File: config.mk
export PLATFORM = sky130hd
export DESIGN_NAME = mpl_port
export DESIGN_NICKNAME = d
export VERILOG_FILES = /design/src/rtl/mpl_pkg.sv /design/src/rtl/mpl_buf.sv /design/src/rtl/mpl_port.sv
export SDC_FILE = /design/constraint.sdc
export NUM_CORES = 1
export LEC_CHECK = 0
export ABC_CLOCK_PERIOD_IN_PS = 2800
export BUFFER_PORTS_ARGS = -buffer_cell sky130_fd_sc_hd__buf_4
export CAP_MARGIN = 25
export CORE_ASPECT_RATIO = 0.5
export CORE_MARGIN = 2
export CORE_UTILIZATION = 30
export DETAILED_ROUTE_END_ITERATION = 10
export GPL_TIMING_DRIVEN = 0
export SLEW_MARGIN = 20
export SYNTH_ARGS = -nofsm -noshare
export SYNTH_HDL_FRONTEND = slang
export SYNTH_HIERARCHICAL = 1
export SYNTH_SLANG_ARGS = --single-unit
File: constraint.sdc
create_clock -name clk -period 2.8 [get_ports clk]
set_clock_uncertainty 0.2 [all_clocks]
set_input_delay 0.7 -clock clk [delete_from_list [all_inputs] [get_ports clk]]
set_output_delay 0.7 -clock clk [all_outputs]
set_load 0.1 [all_outputs]
File: src/rtl/mpl_pkg.sv
// constants, types and timing for the mii port with management link
package mpl_pkg;
   localparam int          NIB_W          = 4;
   localparam int          CLK_PERIOD_NS  = 10;
   localparam int          MDC_PERIOD_NS  = 400;
   localparam int          MDC_HALF_CYC   = MDC_PERIOD_NS / (2 * CLK_PERIOD_NS);
   localparam int          MDC_CNT_W      = 5;
   localparam int          MDIO_BITS      = 64;
   localparam logic [5:0]  MDIO_LAST_BIT  = 6'h3F;
   localparam logic [5:0]  MDIO_START_BIT = 6'h20;
   localparam logic [5:0]  MDIO_TA_BIT    = 6'h2E;
   localparam logic [5:0]  MDIO_DATA_BIT  = 6'h30;
   localparam logic [31:0] MDIO_PREAMBLE  = 32'hFFFF_FFFF;
   localparam logic [1:0]  MDIO_START     = 2'h1;
   localparam logic [1:0]  MDIO_OP_WR     = 2'h1;
   localparam logic [1:0]  MDIO_OP_RD     = 2'h2;
   localparam logic [1:0]  MDIO_TA_WR     = 2'h2;
   localparam logic [3:0]  NIB_SFD        = 4'hD;
   localparam logic [3:0]  DA_NIBBLES     = 4'hC;
   localparam int          RXB_W          = 5;
   localparam int          RXB_DEPTH      = 2;
   localparam int          SYNC_W         = 11;
   localparam int          SY_TXC         = 0;
   localparam int          SY_RXC         = 1;
   localparam int          SY_DV          = 2;
   localparam int          SY_COL         = 3;
   localparam int          SY_CRS         = 4;
   localparam int          SY_MDC         = 5;
   localparam int          SY_MDIO        = 6;
   localparam int          SY_RXD         = 7;
   typedef enum logic [1:0] {
      MG_IDLE  = 2'b01,
      MG_SHIFT = 2'b10
   } mpl_mg_state_t;
endpackage

File: src/rtl/mpl_buf.sv
// two-entry valid/ready buffer for received nibbles
`timescale 1ns/10ps
module mpl_buf #(
   parameter int W = 5,
   parameter int D = 2
) (
   // clock and reset
   input  wire logic         clk,
   input  wire logic         rst_n,
   // fill side
   input  wire logic         in_valid,
   output      logic         in_ready,
   input  wire logic [W-1:0] in_data,
   // drain side
   output      logic         out_valid,
   input  wire logic         out_ready,
   output      logic [W-1:0] out_data
);
   localparam int AW = (D > 1) ? $clog2(D) : 1;
   localparam int CW = $clog2(D + 1);
   logic [W-1:0]  mem_q [D];
   logic [W-1:0]  mem_d [D];
   logic [AW-1:0] wp_q, wp_d, rp_q, rp_d;
   logic [CW-1:0] cnt_q, cnt_d;
   logic          wr, rd;

   assign in_ready  = cnt_q != CW'(D);
   assign out_valid = cnt_q != '0;
   assign out_data  = mem_q[rp_q];
   assign wr        = in_valid & in_ready;
   assign rd        = out_valid & out_ready;

   always_comb begin
      mem_d = mem_q;
      wp_d  = wp_q;
      rp_d  = rp_q;
      if (wr) begin
         mem_d[wp_q] = in_data;
         wp_d        = (wp_q == AW'(D - 1)) ? '0 : wp_q + 1'b1;
      end
      if (rd) begin
         rp_d = (rp_q == AW'(D - 1)) ? '0 : rp_q + 1'b1;
      end
      cnt_d = cnt_q + CW'(wr) - CW'(rd);
   end

   always_ff @(posedge clk or negedge rst_n) begin
      if (!rst_n) begin
         for (int i = 0; i < D; i++) begin
            mem_q[i] <= '0;
         end
         wp_q  <= '0;
         rp_q  <= '0;
         cnt_q <= '0;
      end else begin
         mem_q <= mem_d;
         wp_q  <= wp_d;
         rp_q  <= rp_d;
         cnt_q <= cnt_d;
      end
   end
endmodule

File: src/rtl/mpl_port.sv
// mii port toward an external phy with its management link
`timescale 1ns/10ps
module mpl_port (
   // clock and reset
   input  wire logic                     clk,
   input  wire logic                     rst_n,
   // port control
   input  wire logic                     port_enable,
   input  wire logic                     fuse_disable,
   input  wire logic                     mgmt_clk_drive,
   // transmit stream
   input  wire logic                     tx_valid,
   output      logic                     tx_ready,
   input  wire logic [mpl_pkg::NIB_W-1:0] tx_data,
   // mii transmit
   input  wire logic                     tx_nibble_clock,
   output      logic [mpl_pkg::NIB_W-1:0] tx_nibble_bus,
   output      logic                     tx_frame_enable,
   // mii receive
   input  wire logic                     rx_nibble_clock,
   input  wire logic [mpl_pkg::NIB_W-1:0] rx_nibble_bus,
   input  wire logic                     rx_nibble_valid,
   input  wire logic                     collision_in,
   input  wire logic                     carrier_sense_in,
   // receive stream
   output      logic                     rx_out_valid,
   input  wire logic                     rx_out_ready,
   output      logic [mpl_pkg::NIB_W-1:0] rx_out_data,
   output      logic                     rx_out_first,
   output      logic                     rx_overrun,
   // status
   output      logic                     port_active,
   output      logic                     collision_seen,
   output      logic                     carrier_seen,
   output      logic [mpl_pkg::NIB_W-1:0] da_hash,
   output      logic                     da_hash_valid,
   // management request
   input  wire logic                     mg_req_valid,
   output      logic                     mg_req_ready,
   input  wire logic                     mg_req_read,
   input  wire logic [4:0]               mg_req_phy,
   input  wire logic [4:0]               mg_req_reg,
   input  wire logic [15:0]              mg_req_wdata,
   output      logic [15:0]              mg_rdata,
   output      logic                     mg_done,
   // management pins
   input  wire logic                     mgmt_clock_pin_i,
   output      logic                     mgmt_clock_pin_o,
   output      logic                     mgmt_clock_pin_oe,
   input  wire logic                     mgmt_data_line_i,
   output      logic                     mgmt_data_line_o,
   output      logic                     mgmt_data_line_oe
);
   import mpl_pkg::*;

   // every pin input passes two flops; sy3 only feeds edge detectors
   logic [SYNC_W-1:0] sy_in, sy1_q, sy2_q, sy3_q;
   assign sy_in = {rx_nibble_bus, mgmt_data_line_i, mgmt_clock_pin_i, carrier_sense_in,
                   collision_in, rx_nibble_valid, rx_nibble_clock, tx_nibble_clock};

   always_ff @(posedge clk or negedge rst_n) begin
      if (!rst_n) begin
         sy1_q <= '0;
         sy2_q <= '0;
         sy3_q <= '0;
      end else begin
         sy1_q <= sy_in;
         sy2_q <= sy1_q;
         sy3_q <= sy2_q;
      end
   end

   logic txc_rise, rxc_fall;
   assign txc_rise = sy2_q[SY_TXC] & ~sy3_q[SY_TXC];
   // phy launches rx data on the rising edge, so the falling edge sits mid-nibble
   assign rxc_fall = ~sy2_q[SY_RXC] & sy3_q[SY_RXC];

   // fuse strap caught once after reset release
   logic fuse_cap_q, fuse_cap_d, fuse_q, fuse_d, port_on_q, port_on_d;
   always_comb begin
      fuse_cap_d = 1'b1;
      fuse_d     = fuse_cap_q ? fuse_q : fuse_disable;
      port_on_d  = port_enable & fuse_cap_q & ~fuse_q;
   end
   always_ff @(posedge clk or negedge rst_n) begin
      if (!rst_n) begin
         fuse_cap_q <= 1'b0;
         fuse_q     <= 1'b0;
         port_on_q  <= 1'b0;
      end else begin
         fuse_cap_q <= fuse_cap_d;
         fuse_q     <= fuse_d;
         port_on_q  <= port_on_d;
      end
   end
   assign port_active = port_on_q;

   // transmit: one nibble per rising tx clock edge, enable follows the stream
   logic [NIB_W-1:0] txd_q, txd_d;
   logic             txe_q, txe_d;
   assign tx_ready = port_on_q & txc_rise;
   always_comb begin
      txd_d = txd_q;
      txe_d = txe_q;
      if (!port_on_q) begin
         txd_d = '0;
         txe_d = 1'b0;
      end else if (txc_rise) begin
         txe_d = tx_valid;
         txd_d = tx_valid ? tx_data : '0;
      end
   end
   always_ff @(posedge clk or negedge rst_n) begin
      if (!rst_n) begin
         txd_q <= '0;
         txe_q <= 1'b0;
      end else begin
         txd_q <= txd_d;
         txe_q <= txe_d;
      end
   end
   assign tx_nibble_bus   = txd_q;
   assign tx_frame_enable = txe_q;

   // receive: capture, address hash and status
   logic             sample, dv, push, buf_in_ready;
   logic [NIB_W-1:0] rxd;
   logic             dvp_q, dvp_d, sfd_q, sfd_d, hv_q, hv_d, ovr_q, ovr_d;
   logic             col_q, col_d, crs_q, crs_d;
   logic [3:0]       dac_q, dac_d;
   logic [NIB_W-1:0] hash_q, hash_d;
   assign sample = rxc_fall & port_on_q;
   assign dv     = sy2_q[SY_DV];
   assign rxd    = sy2_q[SY_RXD +: NIB_W];
   assign push   = sample & dv;
   always_comb begin
      dvp_d  = port_on_q ? (sample ? dv : dvp_q) : 1'b0;
      sfd_d  = sfd_q;
      dac_d  = dac_q;
      hash_d = hash_q;
      hv_d   = 1'b0;
      ovr_d  = push & ~buf_in_ready;
      col_d  = port_on_q & sy2_q[SY_COL];
      crs_d  = port_on_q & sy2_q[SY_CRS];
      if (push & ~dvp_q) begin
         sfd_d  = 1'b0;
         dac_d  = '0;
         hash_d = '0;
      end
      if (push & ~sfd_q & (rxd == NIB_SFD) & dvp_q) begin
         sfd_d = 1'b1;
      end else if (push & sfd_q & (dac_q != DA_NIBBLES)) begin
         hash_d = {hash_q[NIB_W-2:0], hash_q[NIB_W-1]} ^ rxd;
         dac_d  = dac_q + 4'h1;
         hv_d   = dac_q == DA_NIBBLES - 4'h1;
      end
   end
   always_ff @(posedge clk or negedge rst_n) begin
      if (!rst_n) begin
         dvp_q  <= 1'b0;
         sfd_q  <= 1'b0;
         dac_q  <= '0;
         hash_q <= '0;
         hv_q   <= 1'b0;
         ovr_q  <= 1'b0;
         col_q  <= 1'b0;
         crs_q  <= 1'b0;
      end else begin
         dvp_q  <= dvp_d;
         sfd_q  <= sfd_d;
         dac_q  <= dac_d;
         hash_q <= hash_d;
         hv_q   <= hv_d;
         ovr_q  <= ovr_d;
         col_q  <= col_d;
         crs_q  <= crs_d;
      end
   end
   assign da_hash        = hash_q;
   assign da_hash_valid  = hv_q;
   assign rx_overrun     = ovr_q;
   assign collision_seen = col_q;
   assign carrier_seen   = crs_q;

   logic [RXB_W-1:0] buf_out;
   mpl_buf #(.W(RXB_W), .D(RXB_DEPTH)) u_rxbuf (
      .clk       (clk),
      .rst_n     (rst_n),
      .in_valid  (push),
      .in_ready  (buf_in_ready),
      .in_data   ({~dvp_q, rxd}),
      .out_valid (rx_out_valid),
      .out_ready (rx_out_ready),
      .out_data  (buf_out)
   );
   assign rx_out_data  = buf_out[NIB_W-1:0];
   assign rx_out_first = buf_out[NIB_W];

   // management: own divider when driving the clock, else edges of the pin
   // limitation: with the pin as input a frame waits for the far end's clock
   mpl_mg_state_t        mst_q, mst_d;
   logic [MDC_CNT_W-1:0] div_q, div_d;
   logic                 mdc_q, mdc_d, drv_q, drv_d, rd_q, rd_d, done_q, done_d;
   logic [MDIO_BITS-1:0] sh_q, sh_d;
   logic [5:0]           cnt_q, cnt_d;
   logic [15:0]          rdat_q, rdat_d;
   logic                 tick, mdc_rise, mdc_fall;
   assign tick     = drv_q & (div_q == MDC_CNT_W'(MDC_HALF_CYC - 1));
   assign mdc_rise = drv_q ? (tick & ~mdc_q) : (sy2_q[SY_MDC] & ~sy3_q[SY_MDC]);
   assign mdc_fall = drv_q ? (tick & mdc_q) : (~sy2_q[SY_MDC] & sy3_q[SY_MDC]);
   always_comb begin
      drv_d  = mgmt_clk_drive;
      div_d  = (!drv_q || tick) ? '0 : div_q + 1'b1;
      mdc_d  = drv_q ? (mdc_q ^ tick) : 1'b0;
      mst_d  = mst_q;
      sh_d   = sh_q;
      cnt_d  = cnt_q;
      rd_d   = rd_q;
      rdat_d = rdat_q;
      done_d = 1'b0;
      unique case (mst_q)
         MG_IDLE: begin
            if (mg_req_valid) begin
               sh_d  = {MDIO_PREAMBLE, MDIO_START, mg_req_read ? MDIO_OP_RD : MDIO_OP_WR,
                        mg_req_phy, mg_req_reg, MDIO_TA_WR, mg_req_wdata};
               cnt_d = '0;
               rd_d  = mg_req_read;
               mst_d = MG_SHIFT;
            end
         end
         MG_SHIFT: begin
            if (mdc_rise && rd_q && cnt_q >= MDIO_DATA_BIT) begin
               rdat_d = {rdat_q[14:0], sy2_q[SY_MDIO]};
            end
            if (mdc_fall) begin
               if (cnt_q == MDIO_LAST_BIT) begin
                  mst_d  = MG_IDLE;
                  done_d = 1'b1;
               end else begin
                  cnt_d = cnt_q + 6'h01;
                  sh_d  = {sh_q[MDIO_BITS-2:0], 1'b1};
               end
            end
         end
         default: mst_d = MG_IDLE;
      endcase
   end
   always_ff @(posedge clk or negedge rst_n) begin
      if (!rst_n) begin
         mst_q  <= MG_IDLE;
         div_q  <= '0;
         mdc_q  <= 1'b0;
         drv_q  <= 1'b0;
         sh_q   <= '1;
         cnt_q  <= '0;
         rd_q   <= 1'b0;
         rdat_q <= '0;
         done_q <= 1'b0;
      end else begin
         mst_q  <= mst_d;
         div_q  <= div_d;
         mdc_q  <= mdc_d;
         drv_q  <= drv_d;
         sh_q   <= sh_d;
         cnt_q  <= cnt_d;
         rd_q   <= rd_d;
         rdat_q <= rdat_d;
         done_q <= done_d;
      end
   end
   assign mg_req_ready      = mst_q == MG_IDLE;
   assign mg_rdata          = rdat_q;
   assign mg_done           = done_q;
   assign mgmt_clock_pin_o  = mdc_q;
   assign mgmt_clock_pin_oe = drv_q;
   assign mgmt_data_line_o  = sh_q[MDIO_BITS-1];
   // read frames release the line from turnaround on
   assign mgmt_data_line_oe = (mst_q == MG_SHIFT) && (!rd_q || cnt_q < MDIO_TA_BIT);
endmodule

-- Word-level counts from Yosys, hierarchy flattened
Cells that the tools add are included.
- $add $sub $neg: 7
- reduce and logical (&&, ||, !) cells: 15
- divide/modulo/power cells: 0
- $lt $le $gt $ge: 5
- muxes and demuxes: 45
- bitwise gates (word level): 36
- eq/ne operators: 14
- $mul: 0
- shift-type cells: 0
- operator list (kind ; count):
    $mux W64 ; 3
    $pmux W64 S2 ; 1
    $mux W4 ; 9
    $mux W5 ; 5
    $and A1 B1 Y1 ; 23
    $mux W6 ; 3
    $mux W1 ; 16
    $ne A2 B2 Y1 const B ; 6
    $pmux W6 S2 ; 1
    $bwmux W10 ; 1
    $not A1 Y1 ; 9
    $eq A4 B4 Y1 const B ; 2
    $mux W2 ; 4
    $add A6 B1 Y6 const B ; 1
    $eq A6 B6 Y1 const B ; 1
    $ge A6 B6 Y1 const B ; 1
    $lt A6 B6 Y1 const B ; 1
    $reduce_bool A2 Y1 ; 3
    $add A5 B1 Y5 const B ; 1
    $demux W5 S1 ; 1
    $eq A5 B5 Y1 const B ; 1
    $add A4 B1 Y4 const B ; 1
    $ge A2 B2 Y1 const B ; 2
    $logic_and A1 B1 Y1 ; 4
    17 further kinds ; 22
- memories kept: 0
- register bits: 161
- output and inout bits: 43
- word-level logic and storage cells: 152
- memory bits (writable): 0
- input bits: 50
- ROM bits: 0
- bits in latches: 0

-- Depth between registers and ports, before layout
- depth in word-level cells: 8
- mapped depth: 11
- gate-level depth less buffers: 8

-- By module
Netlist, hierarchy kept.
- by module, submodules not included (module ; cells an instance ; instances ; seq. area each (um^2) ; area each (um^2)):
    mpl_port ; 516 ; 1 ; 3684.8 ; 5905.7
    mpl_buf ; 50 ; 1 ; 350.3 ; 666.9

-- Worst setup path after synthesis
No wires, ideal clock.
- path type: register to register
- from: register mst_q[0]
- to: register sh_q[10]
- stages on the path, launching flop included: 7
- buffers on the path: 2
- required time: 2527 ps
- clock period less this slack: 3107 ps
- arrival time: 2834 ps
- library setup time: 73 ps
- setup slack: -307 ps
- path through: dfstp_2 nor2b_1 and2_1 clkbuf_1 clkbuf_1 nor2_1 a21oi_1
- word-level cells in the longest chain between the ends: 3
- elaborated cells between the ends (all ways): 8
- classes of those cells: 5 x eq/ne; 1 x mux; 2 x reduce/logical
- RTL lines (item ; RTL line ; RTL):
    start, declared ; mpl_port.sv:201 ; mpl_mg_state_t mst_q, mst_d;
    start signal, assigned ; mpl_port.sv:260 ; mst_q <= mst_d;
    $eq A2 B1 Y1 (*) ; - ;
    named net mg_req_ready ; mpl_port.sv:39 ; output logic mg_req_ready,
    $ne A2 B2 Y1 (no line) or $reduce_bool A2 Y1 (tied branches) ; - ;
    $reduce_and A4 Y1 (no line) ; - ;
    end signal, assigned ; mpl_port.sv:254 ; sh_q <= '1;
    end signal, assigned ; mpl_port.sv:264 ; sh_q <= sh_d;
    end, declared ; mpl_port.sv:204 ; logic [MDIO_BITS-1:0] sh_q, sh_d;
Mark *: on every way through the listed nets, which the timed path passes. The rest lies on a longest branch.
A chain may end at the register's enable or synchronous reset.

-- Worst setup path in the final report
- from: register div_q[0]
- to: register rdat_q[11], in the netlist mg_rdata[11]
- word-level cells in the longest chain between the ends: 7
- RTL lines (item ; RTL line ; RTL):
    start, declared ; mpl_port.sv:202 ; logic [MDC_CNT_W-1:0] div_q, div_d;
    start signal, assigned ; mpl_port.sv:261 ; div_q <= div_d;
    $eq A5 B5 Y1 ; mpl_port.sv:208 ; assign tick = drv_q & (div_q == MDC_CNT_W'(MDC_HALF_CYC - 1));
    $and A1 B1 Y1 ; mpl_port.sv:208 ;
    $and A1 B1 Y1 ; mpl_port.sv:209 ; assign mdc_rise = drv_q ? (tick & ~mdc_q) : (sy2_q[SY_MDC] & ~sy3_q[SY_MDC]);
    $mux W1 ; mpl_port.sv:209 ;
    $logic_and A1 B1 Y1 (2 in a row) ; mpl_port.sv:232 ; if (mdc_rise && rd_q && cnt_q >= MDIO_DATA_BIT) begin
    $reduce_and A2 Y1 (no line) ; - ;
    end signal, assigned ; mpl_port.sv:267 ; rdat_q <= rdat_d;
    end, declared ; mpl_port.sv:206 ; logic [15:0] rdat_q, rdat_d;
Every way passes these cells.

==> results.cfg <==
[clocking]
cts.htree.levels = 4
clk_pin_slew_ns = 0.07
cts_buffer_depth = 2
cts_tree = yes
numClockSinks = 158
clkLatencyLatePin_ns = 0.42
clock-root-buffer = clkbuf_16
cts_setup_buffers = 0
numCtsBuffers = 17

[final_layout]
drive_above_1_share = 0.370
area_growth_pct = 25.5
final_cell_mix = buf_4 (94), dfrtp_1 (92), nor2_1 (73)
insertedDiodeCount = 0
nFillCells = 2109
layout_commonest_cell = buf_4
ff_latch_area_sq_um = 4040
nets = 735
multi_input_area_sq_um = 2310
post-route-util = 0.382
layout.cells.non_filler = 991

[route]
drt_iter0_markers = 224
avgRoutedWirePerCell_um = 14.0
postRouteAntennaNets = 0
vias = 4560
drc_errors = 0
viasPerCell = 4.60
firstDrtPassIters = 4
routed_wl_mm = 13.9

[sta]
finalHoldViolations = 0
fin_tns_setup_ns = 0
relSlewSlack = 0.648
finalSetupViolCount = 0
rsz0062_at_grt = no
finalCriticalPeriod_ns = 2.62
fin_crit_sh = 0.936
fmax_ghz = 0.382
slew_violations = 0
worst_slew_pin_slew_ns = 0.528

[setup_path]
crit_type = flip-flop to flip-flop
rr_endpoint = mg_rdata[11]$_DFFE_PN0P_
critical_path_buf_inv_count = 2
critPathSlowestCell = or3_1
crit_chain = ha_2 > nand2_1 > nor4b_2 > ha_1 > a22oi_1 > or3_1 > buf_6 > buf_12 > mux2_4
reg2reg_slack_ns = 0.18
ff2ff_path_depth = 9
timing.rr.start = div_q[0]$_DFF_PN0_
startpoint_type = flip-flop
worstSetupEndpointType = flip-flop
slowest_delay_ns = 0.40
cp_max_fo = 10
worstPathArrival_ns = 2.72
cp.required_ns = 2.90
cp_top_family = simple AND/OR/NAND/NOR gates

[floorplanning]
core_sq_um = 21600
ioPinCount = 93
start_util = 0.304
rows = 38
die_h_um = 109
die-width_um = 213
die_area_sq_um = 23200

[synthesis]
ys_seq_area_frac = 0.614
syn_avg_cell_area_sq_um = 11.6
syn-instance-count = 566
ys.flop_type = dfrtp_1
synthesis.nets = 623
async_flop_share = 1.00
netlist_area_sq_um = 6570
synth_top_family_by_area = compound AO/OA/AOI/OAI gates
synth_compound_area_frac = 0.132
ys_seq_elements = 158
synth_edf_count = 0
synth_mux_area_frac = 0.0655
synth_fa_ha_area_frac = 0.0133
yosys_warnings = 6
synthSimpleGateAreaFrac = 0.127
synthXorXnorAreaFrac = 0.0107
ys_types = 55

[grt]
grt_usage = 0.127
grt_overflow = 0
antenna_found_initial = 0
grt_start_max_net_pins = 97
grt_pass1_vias = 4618
grt_pass1_wl_mm = 23.3

[placement]
dpl.hpwl_mm = 9.43
gp_congestion = 0.731
post-place-cells = 959
io_buffer_count = 92

[run]
maxCapViolCount = 0

[power_and_ir_drop]
ir_drop_mv = 0.409
leakagePower_nw = 3.54
p_per_area_nw_per_um2 = 793

[run_status]
status = completed

[worst_hold_path]
hold_class = primary input to async pin
==> layout make-up <==
type                            count  share of cell area
Timing Repair Buffer               93              0.0880
Buffer                             36              0.0234
Tap cell                          300              0.0455
Inverter                           13             0.00592
Clock buffer                       18              0.0520
Clock inverter                     14              0.0152
Sequential cell                   158               0.489
Multi-Input combinational cell    359               0.281
==> power breakdown <==
| group | leakage, nW | total (mW) | internal, mW | switching [mW] |
|---|---|---|---|---|
| clock | 0.272 | 2.20 | 1.17 | 1.03 |
| combinational | 1.37 | 1.38 | 0.466 | 0.918 |
| sequential | 1.90 | 2.96 | 2.76 | 0.198 |
==> metal layers <==
layer  part of all wire  GRT usage
met3              0.032     0.0328
met4             0.0094     0.0412
met5                  0          0
met2               0.49      0.204
met1               0.47      0.169
==> cell usage after synthesis (10+ instances only) <==
library cell  number  share of area
dfrtp_1           93           0.35
nor2_1            73          0.042
a21oi_1           65          0.049
dfstp_2           65           0.26
nor3_1            37          0.028
o32ai_1           26          0.035
mux2_2            24          0.041
clkbuf_1          18          0.010
nand2_1           17         0.0097
nand3_1           14          0.011
buf_2             12         0.0091
inv_1             12         0.0069
mux2_4            10          0.023
o21ai_0           10         0.0076
==> worst register-to-register path: stages, from the launching register on <==
cell	delay, ns
dfrtp_1	0.37
ha_2	0.22
nand2_1	0.08
nor4b_2	0.32
ha_1	0.20
a22oi_1	0.11
or3_1	0.40
buf_6	0.16
buf_12	0.15
mux2_4	0.30
==> stage by stage <==
| step | setup slack (ns) | total power [mW] | instance area, sq um | hold slack, ns |
|---|---|---|---|---|
| floorplan | 0.0356 | 4.00 | 6580 | 0.131 |
| finish | 0.179 | 6.54 | 8250 | 0.00845 |
| detailed placement | 0.0145 | 4.40 | 7680 | 0.135 |
| global placement | -0.0896 | 4.35 | 7650 | 0.133 |
| CTS | 0.00578 | 6.63 | 8240 | 0.0107 |
| global route | 0.0150 | 6.90 | 8250 | 0.0368 |
==> state kept, by name (all words and copies together) (netlist names), 2 cells and up <==
name / cells
sy2_q: 11
sy3_q: 3
sy1_q: 11
div_q: 5
sh_q: 64
cnt_q: 6
u_rxbuf/mem_q: 10
da_hash: 4
tx_nibble_bus: 4
mst_q: 2
dac_q: 4
mg_rdata: 16
u_rxbuf/cnt_q: 2
==> cells by family after synthesis <==
kind of cell,after synthesis
buffers and inverters,49
muxes,35
AOI/OAI and AO/OA,134
and+or+nand+nor,174
adders and majority gates,7
other,1
xor gates and xnor gates,8
DFF,158
==> how the worst max path moves through the flow <==
stage / from / end / slack [ns] / cells after the start
2_1_floorplan: port_active$_DFF_PN0_ / tx_ready / 0.04 / 1
3_3_place_gp: rst_n / mgmt_clock_pin_oe$_DFF_PN0_ / -0.09 / 1
3_5_place_dp: div_q[0]$_DFF_PN0_ / mg_rdata[10]$_DFFE_PN0P_ / 0.01 / 9
4_1_cts: div_q[0]$_DFF_PN0_ / mg_rdata[11]$_DFFE_PN0P_ / 0.006 / 9
5_1_grt: div_q[0]$_DFF_PN0_ / sh_q[45]$_DFFE_PN1P_ / 0.01 / 11
6_report: div_q[0]$_DFF_PN0_ / mg_rdata[11]$_DFFE_PN0P_ / 0.18 / 9
==> repair_timing <==
item	CTS	global route
gates resized for setup	0	2
hold buffers	0	0
endpoints found under the setup margin	0	35
Power figures use the tool's default switching activity.
